<file path="config.mk">
export PLATFORM = sky130hd
export DESIGN_NAME = nft_host
export DESIGN_NICKNAME = d
export VERILOG_FILES = /design/src/core/nft_pcount.v /design/src/core/nft_host.v
export VERILOG_INCLUDE_DIRS = /design/src /design/src/core
export SDC_FILE = /design/constraint.sdc
export NUM_CORES = 1
export LEC_CHECK = 0
export ABC_AREA = 1
export BUFFER_PORTS_ARGS = -buffer_cell sky130_fd_sc_hd__buf_4
export CAP_MARGIN = 10
export CELL_PAD_IN_SITES_DETAIL_PLACEMENT = 1
export CELL_PAD_IN_SITES_GLOBAL_PLACEMENT = 2
export CORE_MARGIN = 3
export CORE_UTILIZATION = 40
export CTS_CLUSTER_DIAMETER = 50
export DETAILED_ROUTE_END_ITERATION = 7
export PLACE_DENSITY_LB_ADDON = 0.1
export SYNTH_ARGS = -nofsm -noshare
export SYNTH_HDL_FRONTEND = slang
export SYNTH_SLANG_ARGS = --single-unit
</file>
<file path="constraint.sdc">
create_clock -name SYS_CLK -period 2.8 [get_ports SYS_CLK]
set_input_delay 0.28 -clock SYS_CLK [delete_from_list [all_inputs] [get_ports SYS_CLK]]
set_output_delay 0.28 -clock SYS_CLK [all_outputs]
set_load 0.1 [all_outputs]
</file>
<file path="src/core/nft_defines.vh">
// nft_defines.vh: command codes, pin timing counts and busy limits for the
// nand flash host sequencer. assumes a 25 MHz system clock.
`ifndef NFT_DEFINES_VH
`define NFT_DEFINES_VH

`define NFT_CLK_PERIOD_NS       40

// command codes
`define NFT_CMD_READ1           8'h00
`define NFT_CMD_READ2           8'h30
`define NFT_CMD_CACHE_READ      8'h31
`define NFT_CMD_CACHE_LAST      8'h3f
`define NFT_CMD_COPY_READ       8'h3a
`define NFT_CMD_DATA_IN         8'h80
`define NFT_CMD_PROG            8'h10
`define NFT_CMD_PROG_11         8'h11
`define NFT_CMD_PROG_CACHE      8'h15
`define NFT_CMD_ERASE1          8'h60
`define NFT_CMD_ERASE2          8'hd0
`define NFT_CMD_STATUS          8'h70
`define NFT_CMD_RESET           8'hff

// status bit that shows ready
`define NFT_STAT_READY_BIT      6

// pin timing, ns as printed
`define NFT_WHR_NS              60
`define NFT_WB_NS               100
`define NFT_RHW_NS              30
`define NFT_WHR_CYC             ((`NFT_WHR_NS + `NFT_CLK_PERIOD_NS - 1) / `NFT_CLK_PERIOD_NS)
`define NFT_WB_CYC              ((`NFT_WB_NS + `NFT_CLK_PERIOD_NS - 1) / `NFT_CLK_PERIOD_NS)
`define NFT_RHW_CYC             ((`NFT_RHW_NS + `NFT_CLK_PERIOD_NS - 1) / `NFT_CLK_PERIOD_NS)

// busy limits, us as printed
`define NFT_WCB_SHORT_US        10
`define NFT_WCB_LONG_US         700
`define NFT_A2B_US              25
`define NFT_RCB_US              25
`define NFT_CCB_US              30
`define NFT_PROG_US             700
`define NFT_ERASE_US            5000
`define NFT_RST_ERASE_US        500
`define NFT_US_CYC(us)          ((us) * 1000 / `NFT_CLK_PERIOD_NS)

// partial program limit per page
`define NFT_MAX_PARTIAL         4

// operation codes on the command port
`define NFT_OP_READ             3'h0
`define NFT_OP_CACHE_READ       3'h1
`define NFT_OP_CACHE_LAST       3'h2
`define NFT_OP_PROG             3'h3
`define NFT_OP_PROG_CACHE       3'h4
`define NFT_OP_ERASE            3'h5
`define NFT_OP_RESET            3'h6
`define NFT_OP_COPY_READ        3'h7

`endif

</file>
<file path="src/core/nft_pcount.v">
// nft_pcount.v: per-page partial program counters in a small memory.
// assumes one access per cycle; read data registered.
`timescale 1ns/100ps
module nft_pcount (
   // clock and reset
   input  wire       clk,
   input  wire       nrst,
   // access
   input  wire [5:0] addr,
   input  wire       we,
   input  wire [2:0] wdata,
   input  wire       clr_all,
   output reg  [2:0] rdata
);
   reg  [2:0] mem [0:63];
   integer    i;

   // counter store, cleared on block erase or reset
   always @(posedge clk) begin
      if (!nrst || clr_all) begin
         for (i = 0; i < 64; i = i + 1)
            mem[i] <= 3'h0;
         rdata <= 3'h0;
      end else begin
         if (we)
            mem[addr] <= wdata;
         rdata <= mem[addr];
      end
   end
endmodule

</file>
<file path="src/core/nft_host.v">
// nft_host.v: host sequencer for an asynchronous x8 nand flash.
// assumes the flash pins are sampled synchronously and RB has a pull-up.
`timescale 1ns/100ps
`include "nft_defines.vh"

module nft_host #(
   parameter ERASE_CYC = `NFT_US_CYC(`NFT_ERASE_US),
   parameter WLONG_CYC = `NFT_US_CYC(`NFT_WCB_LONG_US)
) (
   // clock and reset
   input  wire        SYS_CLK,
   input  wire        NRST,
   // command port
   input  wire        OP_VALID,
   output wire        OP_READY,
   input  wire [2:0]  OP_CODE,
   input  wire [39:0] OP_ADDR,
   input  wire        OP_LAST,
   output reg         OP_DONE,
   output reg         OP_ERROR,
   // data port
   input  wire [7:0]  WR_DATA,
   input  wire        WR_VALID,
   output wire        WR_READY,
   output reg  [7:0]  RD_DATA,
   output reg         RD_VALID,
   input  wire [12:0] XFER_LEN,
   // flash pins
   output reg         CE_N,
   output reg         CLE,
   output reg         ALE,
   output reg         WE_N,
   output reg         READ_STROBE_N,
   output reg         WP_N,
   input  wire        READY_BUSY_N,
   input  wire [7:0]  IO_I,
   output reg  [7:0]  IO_O,
   output reg         IO_OE
);
   localparam S_IDLE = 4'h0, S_CMD1 = 4'h1, S_ADDR = 4'h2, S_WDAT = 4'h3;
   localparam S_CMD2 = 4'h4, S_WB = 4'h5, S_BUSY = 4'h6, S_RDAT = 4'h7;
   localparam S_STAT = 4'h8, S_SREAD = 4'h9, S_RST = 4'ha, S_DONE = 4'hb;

   // timing limits in cycles, sized to the timer
   localparam [23:0] A2B_LIM   = `NFT_US_CYC(`NFT_A2B_US);
   localparam [23:0] RCB_LIM   = `NFT_US_CYC(`NFT_RCB_US);
   localparam [23:0] CCB_LIM   = `NFT_US_CYC(`NFT_CCB_US);
   localparam [23:0] PROG_LIM  = `NFT_US_CYC(`NFT_PROG_US);
   localparam [23:0] PROG2_LIM = 2 * `NFT_US_CYC(`NFT_PROG_US);
   localparam [23:0] RSTB_LIM  = `NFT_US_CYC(`NFT_RST_ERASE_US);
   localparam [23:0] WB_LIM    = `NFT_WB_CYC;
   localparam [23:0] SRD_LO    = `NFT_WHR_CYC;
   localparam [23:0] SRD_HI    = `NFT_WHR_CYC + 2;
   localparam [23:0] RHW_LIM   = `NFT_WHR_CYC + 2 + `NFT_RHW_CYC;
   localparam [2:0]  MAX_PART  = `NFT_MAX_PARTIAL;

   reg  [3:0]  st_q;
   reg  [2:0]  op_q;
   reg  [39:0] addr_q;
   reg  [2:0]  ncyc_q;
   reg  [1:0]  ph_q;
   reg  [12:0] cnt_q;
   reg  [23:0] tmr_q;
   reg  [23:0] lim_q;
   reg         last_q;
   reg         cread_q;
   reg         cprog_q;
   reg         need_rst_q;
   reg         erase_act_q;
   reg  [5:0]  pg_q;
   reg         pc_we;
   reg  [2:0]  pc_wdata;
   wire [2:0]  pc_rdata;

   // busy limit for an operation, cycles
   function [23:0] busy_lim;
      input [2:0] op;
      input       last;
      begin
         case (op)
            `NFT_OP_READ:       busy_lim = A2B_LIM;
            `NFT_OP_CACHE_READ: busy_lim = RCB_LIM;
            `NFT_OP_CACHE_LAST: busy_lim = RCB_LIM;
            `NFT_OP_COPY_READ:  busy_lim = CCB_LIM;
            `NFT_OP_PROG_CACHE: busy_lim = last ? PROG2_LIM
                                                : WLONG_CYC[23:0];
            `NFT_OP_ERASE:      busy_lim = ERASE_CYC[23:0];
            `NFT_OP_RESET:      busy_lim = RSTB_LIM;
            default:            busy_lim = PROG_LIM;
         endcase
      end
   endfunction

   // first and second command for an operation
   function [7:0] cmd1;
      input [2:0] op;
      begin
         case (op)
            `NFT_OP_READ:       cmd1 = `NFT_CMD_READ1;
            `NFT_OP_CACHE_READ: cmd1 = `NFT_CMD_CACHE_READ;
            `NFT_OP_CACHE_LAST: cmd1 = `NFT_CMD_CACHE_LAST;
            `NFT_OP_COPY_READ:  cmd1 = `NFT_CMD_READ1;
            `NFT_OP_ERASE:      cmd1 = `NFT_CMD_ERASE1;
            `NFT_OP_RESET:      cmd1 = `NFT_CMD_RESET;
            default:            cmd1 = `NFT_CMD_DATA_IN;
         endcase
      end
   endfunction

   function [7:0] cmd2;
      input [2:0] op;
      input       last;
      begin
         case (op)
            `NFT_OP_READ:       cmd2 = `NFT_CMD_READ2;
            `NFT_OP_COPY_READ:  cmd2 = `NFT_CMD_COPY_READ;
            `NFT_OP_ERASE:      cmd2 = `NFT_CMD_ERASE2;
            `NFT_OP_PROG_CACHE: cmd2 = last ? `NFT_CMD_PROG
                                            : `NFT_CMD_PROG_CACHE;
            default:            cmd2 = `NFT_CMD_PROG;
         endcase
      end
   endfunction

   assign OP_READY = (st_q == S_IDLE) && !need_rst_q;
   assign WR_READY = (st_q == S_WDAT) && (ph_q == 2'h0);

   wire single_cmd = (op_q == `NFT_OP_CACHE_READ) || (op_q == `NFT_OP_CACHE_LAST)
                     || (op_q == `NFT_OP_RESET);
   wire is_prog    = (op_q == `NFT_OP_PROG) || (op_q == `NFT_OP_PROG_CACHE);
   wire has_rdat   = (op_q == `NFT_OP_READ) || (op_q == `NFT_OP_CACHE_READ)
                     || (op_q == `NFT_OP_CACHE_LAST);

   nft_pcount u_pcount (
      .clk     (SYS_CLK),
      .nrst    (NRST),
      .addr    (pg_q),
      .we      (pc_we),
      .wdata   (pc_wdata),
      .clr_all (erase_act_q),
      .rdata   (pc_rdata)
   );

   // main sequencer: each write cycle takes two phases, strobe low then high; a read data cycle takes three
   always @(posedge SYS_CLK) begin
      if (!NRST) begin
         st_q <= S_IDLE; op_q <= 3'h0; addr_q <= 40'h0; ncyc_q <= 3'h0;
         ph_q <= 2'h0; cnt_q <= 13'h0; tmr_q <= 24'h0; lim_q <= 24'h0;
         last_q <= 1'b0; cread_q <= 1'b0; cprog_q <= 1'b0; need_rst_q <= 1'b0;
         erase_act_q <= 1'b0; pc_we <= 1'b0; pc_wdata <= 3'h0; pg_q <= 6'h00;
         OP_DONE <= 1'b0; OP_ERROR <= 1'b0; RD_DATA <= 8'h00; RD_VALID <= 1'b0;
         CE_N <= 1'b1; CLE <= 1'b0; ALE <= 1'b0; WE_N <= 1'b1;
         READ_STROBE_N <= 1'b1; WP_N <= 1'b0; IO_O <= 8'h00; IO_OE <= 1'b0;
      end else begin
         OP_DONE <= 1'b0; OP_ERROR <= 1'b0; RD_VALID <= 1'b0;
         pc_we <= 1'b0; erase_act_q <= 1'b0;
         case (st_q)
            S_IDLE: begin
               CE_N <= 1'b1; CLE <= 1'b0; ALE <= 1'b0; IO_OE <= 1'b0;
               WP_N <= 1'b1;
               if (need_rst_q && READY_BUSY_N) begin
                  op_q <= `NFT_OP_RESET; st_q <= S_CMD1; ph_q <= 2'h0;
               end else if (OP_VALID && !need_rst_q) begin
                  // cached read only after a page read; last page ends it
                  if ((OP_CODE == `NFT_OP_CACHE_READ || OP_CODE == `NFT_OP_CACHE_LAST)
                      && !cread_q) begin
                     // refusal still passes through done so ready drops
                     OP_ERROR <= 1'b1; st_q <= S_DONE;
                  end else begin
                     op_q <= OP_CODE; addr_q <= OP_ADDR; last_q <= OP_LAST;
                     pg_q <= OP_ADDR[21:16];
                     st_q <= S_CMD1; ph_q <= 2'h0;
                  end
               end
            end
            S_CMD1, S_CMD2: begin
               CE_N <= 1'b0; CLE <= 1'b1; ALE <= 1'b0; IO_OE <= 1'b1;
               IO_O <= (st_q == S_CMD1) ? cmd1(op_q) : cmd2(op_q, last_q);
               if (ph_q == 2'h0) begin
                  WE_N <= 1'b0; ph_q <= 2'h1;
               end else begin
                  WE_N <= 1'b1; ph_q <= 2'h0; cnt_q <= 13'h0;
                  if (st_q == S_CMD2 || single_cmd) begin
                     st_q <= S_WB; tmr_q <= 24'h0;
                     lim_q <= busy_lim(op_q, last_q);
                  end else begin
                     st_q <= S_ADDR;
                     ncyc_q <= (op_q == `NFT_OP_ERASE) ? 3'h3 : 3'h5;
                  end
               end
            end
            S_ADDR: begin
               CLE <= 1'b0; ALE <= 1'b1; IO_OE <= 1'b1;
               IO_O <= (op_q == `NFT_OP_ERASE) ? addr_q[23:16] : addr_q[7:0];
               if (ph_q == 2'h0) begin
                  WE_N <= 1'b0; ph_q <= 2'h1;
               end else begin
                  WE_N <= 1'b1; ph_q <= 2'h0;
                  addr_q <= (op_q == `NFT_OP_ERASE) ? {addr_q[39:24], addr_q[15:0], addr_q[23:16]}
                                                    : {addr_q[7:0], addr_q[39:8]};
                  ncyc_q <= ncyc_q - 3'h1;
                  if (ncyc_q == 3'h1) begin
                     // rotation restores the original order on the last cycle
                     if (is_prog) begin
                        if (pc_rdata >= MAX_PART) begin
                           OP_ERROR <= 1'b1; st_q <= S_DONE;
                        end else begin
                           st_q <= S_WDAT; pc_we <= 1'b1;
                           pc_wdata <= pc_rdata + 3'h1;
                        end
                     end else
                        st_q <= S_CMD2;
                  end
               end
            end
            S_WDAT: begin
               ALE <= 1'b0; IO_OE <= 1'b1;
               if (ph_q == 2'h0) begin
                  if (WR_VALID) begin
                     IO_O <= WR_DATA; WE_N <= 1'b0; ph_q <= 2'h1;
                  end
               end else begin
                  WE_N <= 1'b1; ph_q <= 2'h0; cnt_q <= cnt_q + 13'h1;
                  if (cnt_q + 13'h1 == XFER_LEN)
                     st_q <= S_CMD2;
               end
            end
            S_WB: begin
               // wait out the write-to-busy window before sampling ready
               CLE <= 1'b0; IO_OE <= 1'b0; tmr_q <= tmr_q + 24'h1;
               if (tmr_q >= WB_LIM) begin
                  st_q <= S_BUSY; tmr_q <= 24'h0;
               end
            end
            S_BUSY: begin
               tmr_q <= tmr_q + 24'h1;
               if (READY_BUSY_N) begin
                  if (op_q == `NFT_OP_ERASE) erase_act_q <= 1'b1;
                  if (op_q == `NFT_OP_RESET) begin
                     need_rst_q <= 1'b0; erase_act_q <= 1'b1;
                  end
                  cread_q <= (op_q == `NFT_OP_READ) ? 1'b1 :
                             (op_q == `NFT_OP_CACHE_READ) ? 1'b1 :
                             (op_q == `NFT_OP_CACHE_LAST) ? 1'b0 : cread_q;
                  if (op_q == `NFT_OP_PROG_CACHE)
                     cprog_q <= !last_q;
                  cnt_q <= 13'h0; ph_q <= 2'h0; tmr_q <= 24'h0;
                  if (has_rdat)
                     st_q <= S_RDAT;
                  else if (op_q == `NFT_OP_PROG_CACHE && last_q)
                     st_q <= S_STAT;
                  else
                     st_q <= S_DONE;
               end else if (tmr_q >= lim_q) begin
                  OP_ERROR <= 1'b1; st_q <= S_DONE;
                  if (op_q == `NFT_OP_PROG_CACHE) need_rst_q <= 1'b1;
               end
            end
            S_RDAT: begin
               // strobe held low two cycles; data sampled in the cycle it rises
               IO_OE <= 1'b0;
               if (ph_q == 2'h0) begin
                  READ_STROBE_N <= 1'b0; ph_q <= 2'h1;
               end else if (ph_q == 2'h1) begin
                  ph_q <= 2'h2;
               end else begin
                  RD_DATA <= IO_I; RD_VALID <= 1'b1;
                  READ_STROBE_N <= 1'b1; ph_q <= 2'h0; cnt_q <= cnt_q + 13'h1;
                  if (cnt_q + 13'h1 == XFER_LEN)
                     st_q <= S_DONE;
               end
            end
            S_STAT: begin
               CE_N <= 1'b0; CLE <= 1'b1; IO_OE <= 1'b1; IO_O <= `NFT_CMD_STATUS;
               if (ph_q == 2'h0) begin
                  WE_N <= 1'b0; ph_q <= 2'h1;
               end else begin
                  WE_N <= 1'b1; ph_q <= 2'h0; st_q <= S_SREAD; tmr_q <= 24'h0;
               end
            end
            S_SREAD: begin
               CLE <= 1'b0; IO_OE <= 1'b0; tmr_q <= tmr_q + 24'h1;
               if (tmr_q == SRD_LO)
                  READ_STROBE_N <= 1'b0;
               else if (tmr_q == SRD_HI) begin
                  READ_STROBE_N <= 1'b1;
                  if (IO_I[`NFT_STAT_READY_BIT]) begin
                     need_rst_q <= 1'b1; st_q <= S_RST;
                  end else begin
                     st_q <= S_STAT; ph_q <= 2'h0;
                  end
               end
            end
            S_RST: begin
               // hold off the write strobe after the read strobe rises
               tmr_q <= tmr_q + 24'h1;
               if (tmr_q >= RHW_LIM)
                  st_q <= S_DONE;
            end
            S_DONE: begin
               CE_N <= 1'b1; OP_DONE <= 1'b1; st_q <= S_IDLE;
            end
            default: st_q <= S_IDLE;
         endcase
      end
   end
endmodule

</file>
[Yosys cells after proc, flatten, opt, wreduce, memory -nomap -nowiden]
Memory sizes are Yosys's and may differ from the RTL's. A register that Yosys moved wholly into a read port is not among the register bits.
Index checks and enable logic that the tools add are counted.
W data, S select, Z words.
Storage, ports and cells
  register bits: 153
  memory bits (writable): 192
  word-level logic and storage cells: 293
  memories kept: 1
Operators by class
  $add $sub $neg: 4
  $lt $le $gt $ge: 4
  equality and inequality tests: 58
  mux-type cells: 121
  bitwise logic cells: 10
  reductions and logical operators: 67
Memories
  u_pcount.mem: depth 64, width 3, rd ports 1, clocked after memory_dff 1, wr ports 64, line nft_pcount.v:15  | reg [2:0] mem [0:63];
Operators by type and width (number)
  $mux W40: 5
  $mux W24: 5
  $pmux W24 S5: 1
  $pmux W17 S5: 1
  $mux W4: 21
  $pmux W40 S2: 1
  $mux W13: 5
  $pmux W8 S4: 2
  $pmux W13 S4: 1
  $ne A2 B2 Y1 const B: 22
  $pmux W4 S10: 1
  $pmux W8 S5: 1
  $mux W1: 38
  $mux W8: 4
  $mux W3: 10
  $mux W2: 13
  $add A24 B1 Y24 const B: 1
  $eq A24 B2 Y1 const B: 1
  $eq A24 B3 Y1 const B: 1
  $ge A24 B2 Y1 const B: 1
  $ge A24 B24 Y1: 1
  $ge A24 B3 Y1 const B: 1
  $ne A3 B3 Y1 const B: 7
  $reduce_and A3 Y1: 7
  44 further kinds: 113

[Depth between registers and ports, before layout]
  word-level depth: 7
  gate-level depth with buffers: 17
  depth with buffers taken out: 17

[Hierarchy]
From an unflattened synthesis, not the netlist that was laid out.
Unflattened totals
  cells, all modules: 2380
  area total of the unflattened synthesis: 17729.5 sq um
Modules (own cells, without submodules)
  nft_pcount: instances 1, cells an instance 1155, area an instance 9664.3 sq um, seq. area each 5825.6 sq um
  nft_host: instances 1, cells an instance 1225, area an instance 8065.2 sq um, seq. area each 2882.8 sq um

[Worst setup path before layout]
Ideal clock, no wire load.
  path type: flip-flop to flip-flop
  start: register st_q[3]
  end: register last_q
  library setup time: 127 ps
  arrival time: 2909 ps
  required time: 2673 ps
  setup slack: -236 ps
  cell stages (with the launch flop): 8
  period minus slack after synthesis: 3036 ps
  cells stage by stage: dfxtp_1 > nor2_2 > nand2_1 > nor2_1 > nand3_1 > clkbuf_1 > o21ai_0 > a21oi_1
Between the ends
  word-level cells in the longest chain between the ends: 2
RTL lines
  start: declaration: line nft_host.v:57  | reg [3:0] st_q;
  start signal: assignment: line nft_host.v:147  | st_q <= S_IDLE; op_q <= 3'h0; addr_q <= 40'h0; ncyc_q <= 3'h0;
  start signal: assignment: line nft_host.v:162  | op_q <= `NFT_OP_RESET; st_q <= S_CMD1; ph_q <= 2'h0;
  start signal: assignment: line nft_host.v:168  | OP_ERROR <= 1'b1; st_q <= S_DONE;
  $logic_not A4 Y1: line nft_host.v:157  | case (st_q)
  $reduce_and A4 Y1 (no line)
  end signal: assignment: line nft_host.v:149  | last_q <= 1'b0; cread_q <= 1'b0; cprog_q <= 1'b0; need_rst_q <= 1'b0;
  end signal: assignment: line nft_host.v:170  | op_q <= OP_CODE; addr_q <= OP_ADDR; last_q <= OP_LAST;
  end: declaration: line nft_host.v:65  | reg last_q;
No other way between the ends.
A chain may end at the register's enable or synchronous reset.

[Worst setup path after layout]
  start: register ph_q[0]
  end: output WR_READY
Between the ends
  word-level cells in the longest chain between the ends: 2
RTL lines
  start: declaration: line nft_host.v:61  | reg [1:0] ph_q;
  start signal: assignment: line nft_host.v:148  | ph_q <= 2'h0; cnt_q <= 13'h0; tmr_q <= 24'h0; lim_q <= 24'h0;
  start signal: assignment: line nft_host.v:162
  start signal: assignment: line nft_host.v:172  | st_q <= S_CMD1; ph_q <= 2'h0;
  $logic_not A2 Y1: line nft_host.v:126  | assign WR_READY = (st_q == S_WDAT) && (ph_q == 2'h0);
  $logic_and A1 B1 Y1: line nft_host.v:126
  end: declaration: line nft_host.v:24  | output wire WR_READY,
No other way between the ends.

==> flow_summary.html <==
<table>
<tr><th>Metric</th><th>Value</th></tr>
<tr><th colspan="2">Critical path</th></tr>
<tr><td>Highest cell delay on the worst timing path</td><td>0.45 ns</td></tr>
<tr><td>Worst path cell trace</td><td>nor2_2 &gt; inv_1 &gt; nor2_1 &gt; buf_4</td></tr>
<tr><td>Endpoint arrival time on the critical path</td><td>2.16 ns</td></tr>
<tr><td>Worst endpoint required time</td><td>2.52 ns</td></tr>
<tr><td>Critical-path cell with the highest stage delay</td><td>sky130_fd_sc_hd__nor2_2</td></tr>
<tr><td>Endpoint class of the critical path</td><td>output port</td></tr>
<tr><td>Cell family contributing the most delay on the critical path</td><td>simple AND/OR/NAND/NOR gates</td></tr>
<tr><td>CP bufs+invs</td><td>2</td></tr>
<tr><td>Kind of start point of the critical path</td><td>flop</td></tr>
<tr><td>Category of the most critical setup path</td><td>reg2out</td></tr>
<tr><td>Worst-path maximum fanout</td><td>8</td></tr>
<tr><th colspan="2">STA</th></tr>
<tr><td>Final number of hold-violating endpoints</td><td>0</td></tr>
<tr><td>Post-route clock period utilization</td><td>0.872</td></tr>
<tr><td>Worst relative slew slack</td><td>0.376</td></tr>
<tr><td>Actual transition at the worst max-transition pin</td><td>0.935 ns</td></tr>
<tr><td>Sum of negative setup slack</td><td>0 ns</td></tr>
<tr><td>Min setup slack post-route</td><td>0.358 ns</td></tr>
<tr><td>Highest attainable clock frequency</td><td>0.410 GHz</td></tr>
<tr><td>Setup clock skew after layout</td><td>0.0173 ns</td></tr>
<tr><td>Final hold slack</td><td>0.0130 ns</td></tr>
<tr><td>Final setup violation count</td><td>0</td></tr>
<tr><td>Pins over their slew limit</td><td>0</td></tr>
<tr><td>Final critical delay including setup and external delays</td><td>2.44 ns</td></tr>
<tr><td>Unrepaired setup endpoints after global routing</td><td>no</td></tr>
<tr><th colspan="2">Job</th></tr>
<tr><td>Reported max-cap violation count</td><td>0</td></tr>
<tr><th colspan="2">Clocking</th></tr>
<tr><td>H-tree level count</td><td>2</td></tr>
<tr><td>TritonCTS Sinks</td><td>339</td></tr>
<tr><td>Number of buffers on the longest clock path</td><td>3</td></tr>
<tr><td>CTS root buf</td><td>sky130_fd_sc_hd__clkbuf_16</td></tr>
<tr><td>Clock Latency Late Sink</td><td>0.57 ns</td></tr>
<tr><td>Cts bufs inserted</td><td>48</td></tr>
<tr><td>Clock-pin transition on the worst setup and hold timing paths</td><td>0.05 ns</td></tr>
<tr><td>TritonCTS clock tree</td><td>built</td></tr>
<tr><td># Post-CTS Setup Buffers</td><td>0</td></tr>
<tr><th colspan="2">Floorplanning</th></tr>
<tr><td>Die width</td><td>210 µm</td></tr>
<tr><td>Std cell rows</td><td>74</td></tr>
<tr><td>Die span in y</td><td>210 µm</td></tr>
<tr><td>Number of top-level pins</td><td>106</td></tr>
<tr><td>Core Area</td><td>0.0409 mm²</td></tr>
<tr><td>Total Die Area</td><td>0.0440 mm²</td></tr>
<tr><td>Initial core utilization</td><td>0.406</td></tr>
<tr><th colspan="2">Pwr</th></tr>
<tr><td>Sequential share of power</td><td>0.362</td></tr>
<tr><td>Power density of the placed cells</td><td>858 mW/mm²</td></tr>
<tr><td>Lkg Pwr</td><td>7.81 nW</td></tr>
<tr><td>Peak VDD IR</td><td>931 µV</td></tr>
<tr><td>Switching part of the total</td><td>0.362</td></tr>
<tr><td>Switching power</td><td>0.00622 W</td></tr>
<tr><td>Combinational Power Share</td><td>0.278</td></tr>
<tr><td>Internal power contribution</td><td>0.0110 W</td></tr>
<tr><td>Clock group share of total power</td><td>0.360</td></tr>
<tr><th colspan="2">Route</th></tr>
<tr><td>Number of optimization iterations in the first detailed-route pass</td><td>5</td></tr>
<tr><td>Sum of met3 wire segment lengths after detailed routing</td><td>2.80 mm</td></tr>
<tr><td>Mean number of vias per cell</td><td>5.45</td></tr>
<tr><td>Wire length the detailed router placed on met1</td><td>24.8 mm</td></tr>
<tr><td>Number of remaining DRC errors</td><td>0</td></tr>
<tr><td>Final ANT Viol Nets</td><td>0</td></tr>
<tr><td>Final wirelength</td><td>55.9 mm</td></tr>
<tr><td>Average detailed-routed wire length per instance</td><td>20.4 µm</td></tr>
<tr><td>Violation count after the first detailed-routing iteration</td><td>879</td></tr>
<tr><td>Amount of wire on met2 after detailed routing</td><td>27.1 mm</td></tr>
<tr><td>Via count</td><td>14,900</td></tr>
<tr><td>Highest routed metal layer</td><td>met4</td></tr>
<tr><th colspan="2">Logic synthesis</th></tr>
<tr><td>Warnings from Yosys</td><td>0</td></tr>
<tr><td>Most frequent cells after synthesis</td><td>sky130_fd_sc_hd__nand2_1 (502), sky130_fd_sc_hd__nor2_1 (328), sky130_fd_sc_hd__edfxtp_1 (192)</td></tr>
<tr><td>Ranking of synthesized cells by area</td><td>sky130_fd_sc_hd__edfxtp_1 (35%), sky130_fd_sc_hd__dfxtp_1 (18%), sky130_fd_sc_hd__nand2_1 (11%)</td></tr>
<tr><td>Average cell area after synthesis</td><td>8.19 µm²</td></tr>
<tr><td>Most instantiated library cell after synthesis</td><td>sky130_fd_sc_hd__nand2_1</td></tr>
<tr><td>Largest area contributor in the netlist</td><td>sky130_fd_sc_hd__edfxtp_1</td></tr>
<tr><td>Area fraction of the dominant cell type after synthesis</td><td>0.347</td></tr>
<tr><td>Number of flops mapped to enable cells by yosys</td><td>192</td></tr>
<tr><td>Synth Flop Type</td><td>sky130_fd_sc_hd__edfxtp_1</td></tr>
<tr><td>Share of synthesized area occupied by flip-flops and latches</td><td>0.524</td></tr>
<tr><td>Post-Synthesis Cell Area</td><td>0.0166 mm²</td></tr>
<tr><td>Post-Syn Nets</td><td>2,132</td></tr>
<tr><td>Syn Inst Count</td><td>2,029</td></tr>
<tr><td>Ys async rst share</td><td>0</td></tr>
<tr><td>Synth Register Bits</td><td>339</td></tr>
<tr><td>Count of unique library cells instantiated by Yosys</td><td>51</td></tr>
<tr><th colspan="2">Final layout</th></tr>
<tr><td>Utilization of the core after routing</td><td>0.490</td></tr>
<tr><td>Number of diodes</td><td>0</td></tr>
<tr><td>Share of cells above drive strength 1</td><td>0.131</td></tr>
<tr><td>Syn-to-layout area delta</td><td>20.6%</td></tr>
<tr><td>Number of nets at the end of the flow</td><td>2,277</td></tr>
<tr><th colspan="2">Global route</th></tr>
<tr><td>Wire length of the first global-routing pass</td><td>87.3 mm</td></tr>
<tr><td>Total congestion overflow after global routing</td><td>0</td></tr>
<tr><td>Pin count of the biggest net entering global routing</td><td>66</td></tr>
<tr><td>Initial antenna violation count</td><td>0</td></tr>
<tr><td>Number of global-route vias before repair</td><td>15,600</td></tr>
<tr><td>GRT Util Overall</td><td>0.251</td></tr>
<tr><th colspan="2">Min path</th></tr>
<tr><td>Type of the tightest min-delay check</td><td>in2reg</td></tr>
<tr><th colspan="2">Run status</th></tr>
<tr><td>Outcome</td><td>finished, final reports clean</td></tr>
<tr><th colspan="2">Placement</th></tr>
<tr><td>Worst slack, placed</td><td>0.402 ns</td></tr>
<tr><td>DP HPWL</td><td>39.2 mm</td></tr>
<tr><td>Routability cong.</td><td>0.854</td></tr>
<tr><td>Number of buffers added on ports</td><td>105</td></tr>
</table>
## tightest hold or removal path: cells and delay by family
family          cells  cell delay [ns]
buf+inv             1             0.09
compound gates      2             0.17
## power groups by stage
stage	Combinational [W]	Clock (W)	Sequential (W)
after floorplan	0.00278	0	0.00674
after global placement	0.00464	0	0.00630
after detailed placement	0.00473	0	0.00631
after CTS	0.00479	0.00631	0.00622
after global routing	0.00526	0.00653	0.00629
final	0.00477	0.00618	0.00623
## flip-flops by register name, summed over array words and instances, names as in the netlist, 6 cells and up
register	count
IO_O	8
lim_q	15
u_pcount.mem	192
tmr_q	24
addr_q	40
cnt_q	13
RD_DATA	8
pg_q	6
## cell usage in the layout, fill, tap and decap left out, types with 3 or more instances in the layout
master | synthesis | layout
sky130_fd_sc_hd__clkinv_1 | 1 | 5
sky130_fd_sc_hd__nand2_1 | 502 | 502
sky130_fd_sc_hd__inv_6 | 0 | 3
sky130_fd_sc_hd__nor3_1 | 24 | 24
sky130_fd_sc_hd__o2111ai_1 | 5 | 5
sky130_fd_sc_hd__nor2_1 | 328 | 325
sky130_fd_sc_hd__buf_4 | 2 | 157
sky130_fd_sc_hd__o22ai_1 | 13 | 13
sky130_fd_sc_hd__a31oi_1 | 20 | 20
sky130_fd_sc_hd__nand2_2 | 7 | 7
sky130_fd_sc_hd__a22o_1 | 4 | 4
sky130_fd_sc_hd__clkbuf_16 | 0 | 49
sky130_fd_sc_hd__edfxtp_1 | 192 | 192
sky130_fd_sc_hd__nor2_4 | 4 | 5
sky130_fd_sc_hd__clkinv_2 | 0 | 4
sky130_fd_sc_hd__clkinv_4 | 0 | 5
sky130_fd_sc_hd__inv_2 | 15 | 17
sky130_fd_sc_hd__o21ai_1 | 8 | 8
sky130_fd_sc_hd__xnor2_1 | 3 | 3
sky130_fd_sc_hd__nor4_1 | 7 | 7
sky130_fd_sc_hd__bufinv_16 | 0 | 6
sky130_fd_sc_hd__o21ai_0 | 90 | 90
sky130_fd_sc_hd__inv_1 | 169 | 166
sky130_fd_sc_hd__a21oi_1 | 122 | 122
sky130_fd_sc_hd__o211ai_1 | 6 | 6
sky130_fd_sc_hd__clkinvlp_4 | 0 | 4
sky130_fd_sc_hd__ha_1 | 25 | 25
sky130_fd_sc_hd__a221oi_1 | 30 | 30
sky130_fd_sc_hd__nor2_2 | 12 | 14
sky130_fd_sc_hd__clkbuf_1 | 63 | 8
sky130_fd_sc_hd__a211oi_1 | 41 | 41
sky130_fd_sc_hd__a22oi_1 | 21 | 21
sky130_fd_sc_hd__dfxtp_1 | 147 | 147
sky130_fd_sc_hd__xor2_1 | 6 | 6
sky130_fd_sc_hd__nand4_1 | 37 | 37
sky130_fd_sc_hd__nand3_1 | 69 | 69
sky130_fd_sc_hd__dlygate4sd3_1 | 0 | 27
sky130_fd_sc_hd__nand3b_1 | 7 | 7
## cells by family (layout without fill, tap and decap cells)
kind of cell | Yosys count | after routing | synth area share
compound gates | 371 | 371 | 0.136
xor+xnor | 9 | 9 | 0.00474
fa+ha+maj | 25 | 25 | 0.0188
buf+inv | 276 | 456 | 0.0636
flops | 339 | 339 | 0.524
simple gates | 1009 | 1009 | 0.253
## per-stage QoR
step	std cells	instance area, µm²	power [W]
5_1_grt	2741	20000	0.0181
4_1_cts	2741	20000	0.0173
6_report	2741	20000	0.0172
3_3_place_gp	2629	18200	0.0109
2_1_floorplan	2029	16600	0.00952
3_5_place_dp	2629	18200	0.0110
## layer usage
layer / GRT usage / vias up
li1: - / 7177
met1: 0.336 / 7337
met2: 0.433 / 360
met3: 0.0372 / 73
met4: 0.0575 / 0
met5: 0 / -
## final cells by class
cell class                 count  area [µm²]
multi-input combinational   1414        6880
fill                        4889       20900
timing repair buffer         186        1490
tap                          532         666
clock inverter                26         322
inverter                     185         696
clock buffer                  59        1280
sequential                   339        8710
## worst paths after layout
check,start,to,slack [ns],cells past startpoint
worst max-delay path,ph_q[0]$_SDFFE_PN0P_,WR_READY,0.36,4
worst min-delay path,OP_ADDR[5],addr_q[5]$_SDFFE_PN0P_,0.01,3
worst max register to register,cnt_q[0]$_SDFFE_PN0P_,st_q[3]$_SDFFE_PN0P_,0.38,15
worst min register to register,addr_q[37]$_SDFFE_PN0P_,addr_q[37]$_SDFFE_PN0P_,0.45,2
## what timing repair did
item	CTS	global route
hold buffers	27	0
resized for setup	0	0
hold endpoints to repair	27	0
Power figures use the tool's default switching activity.
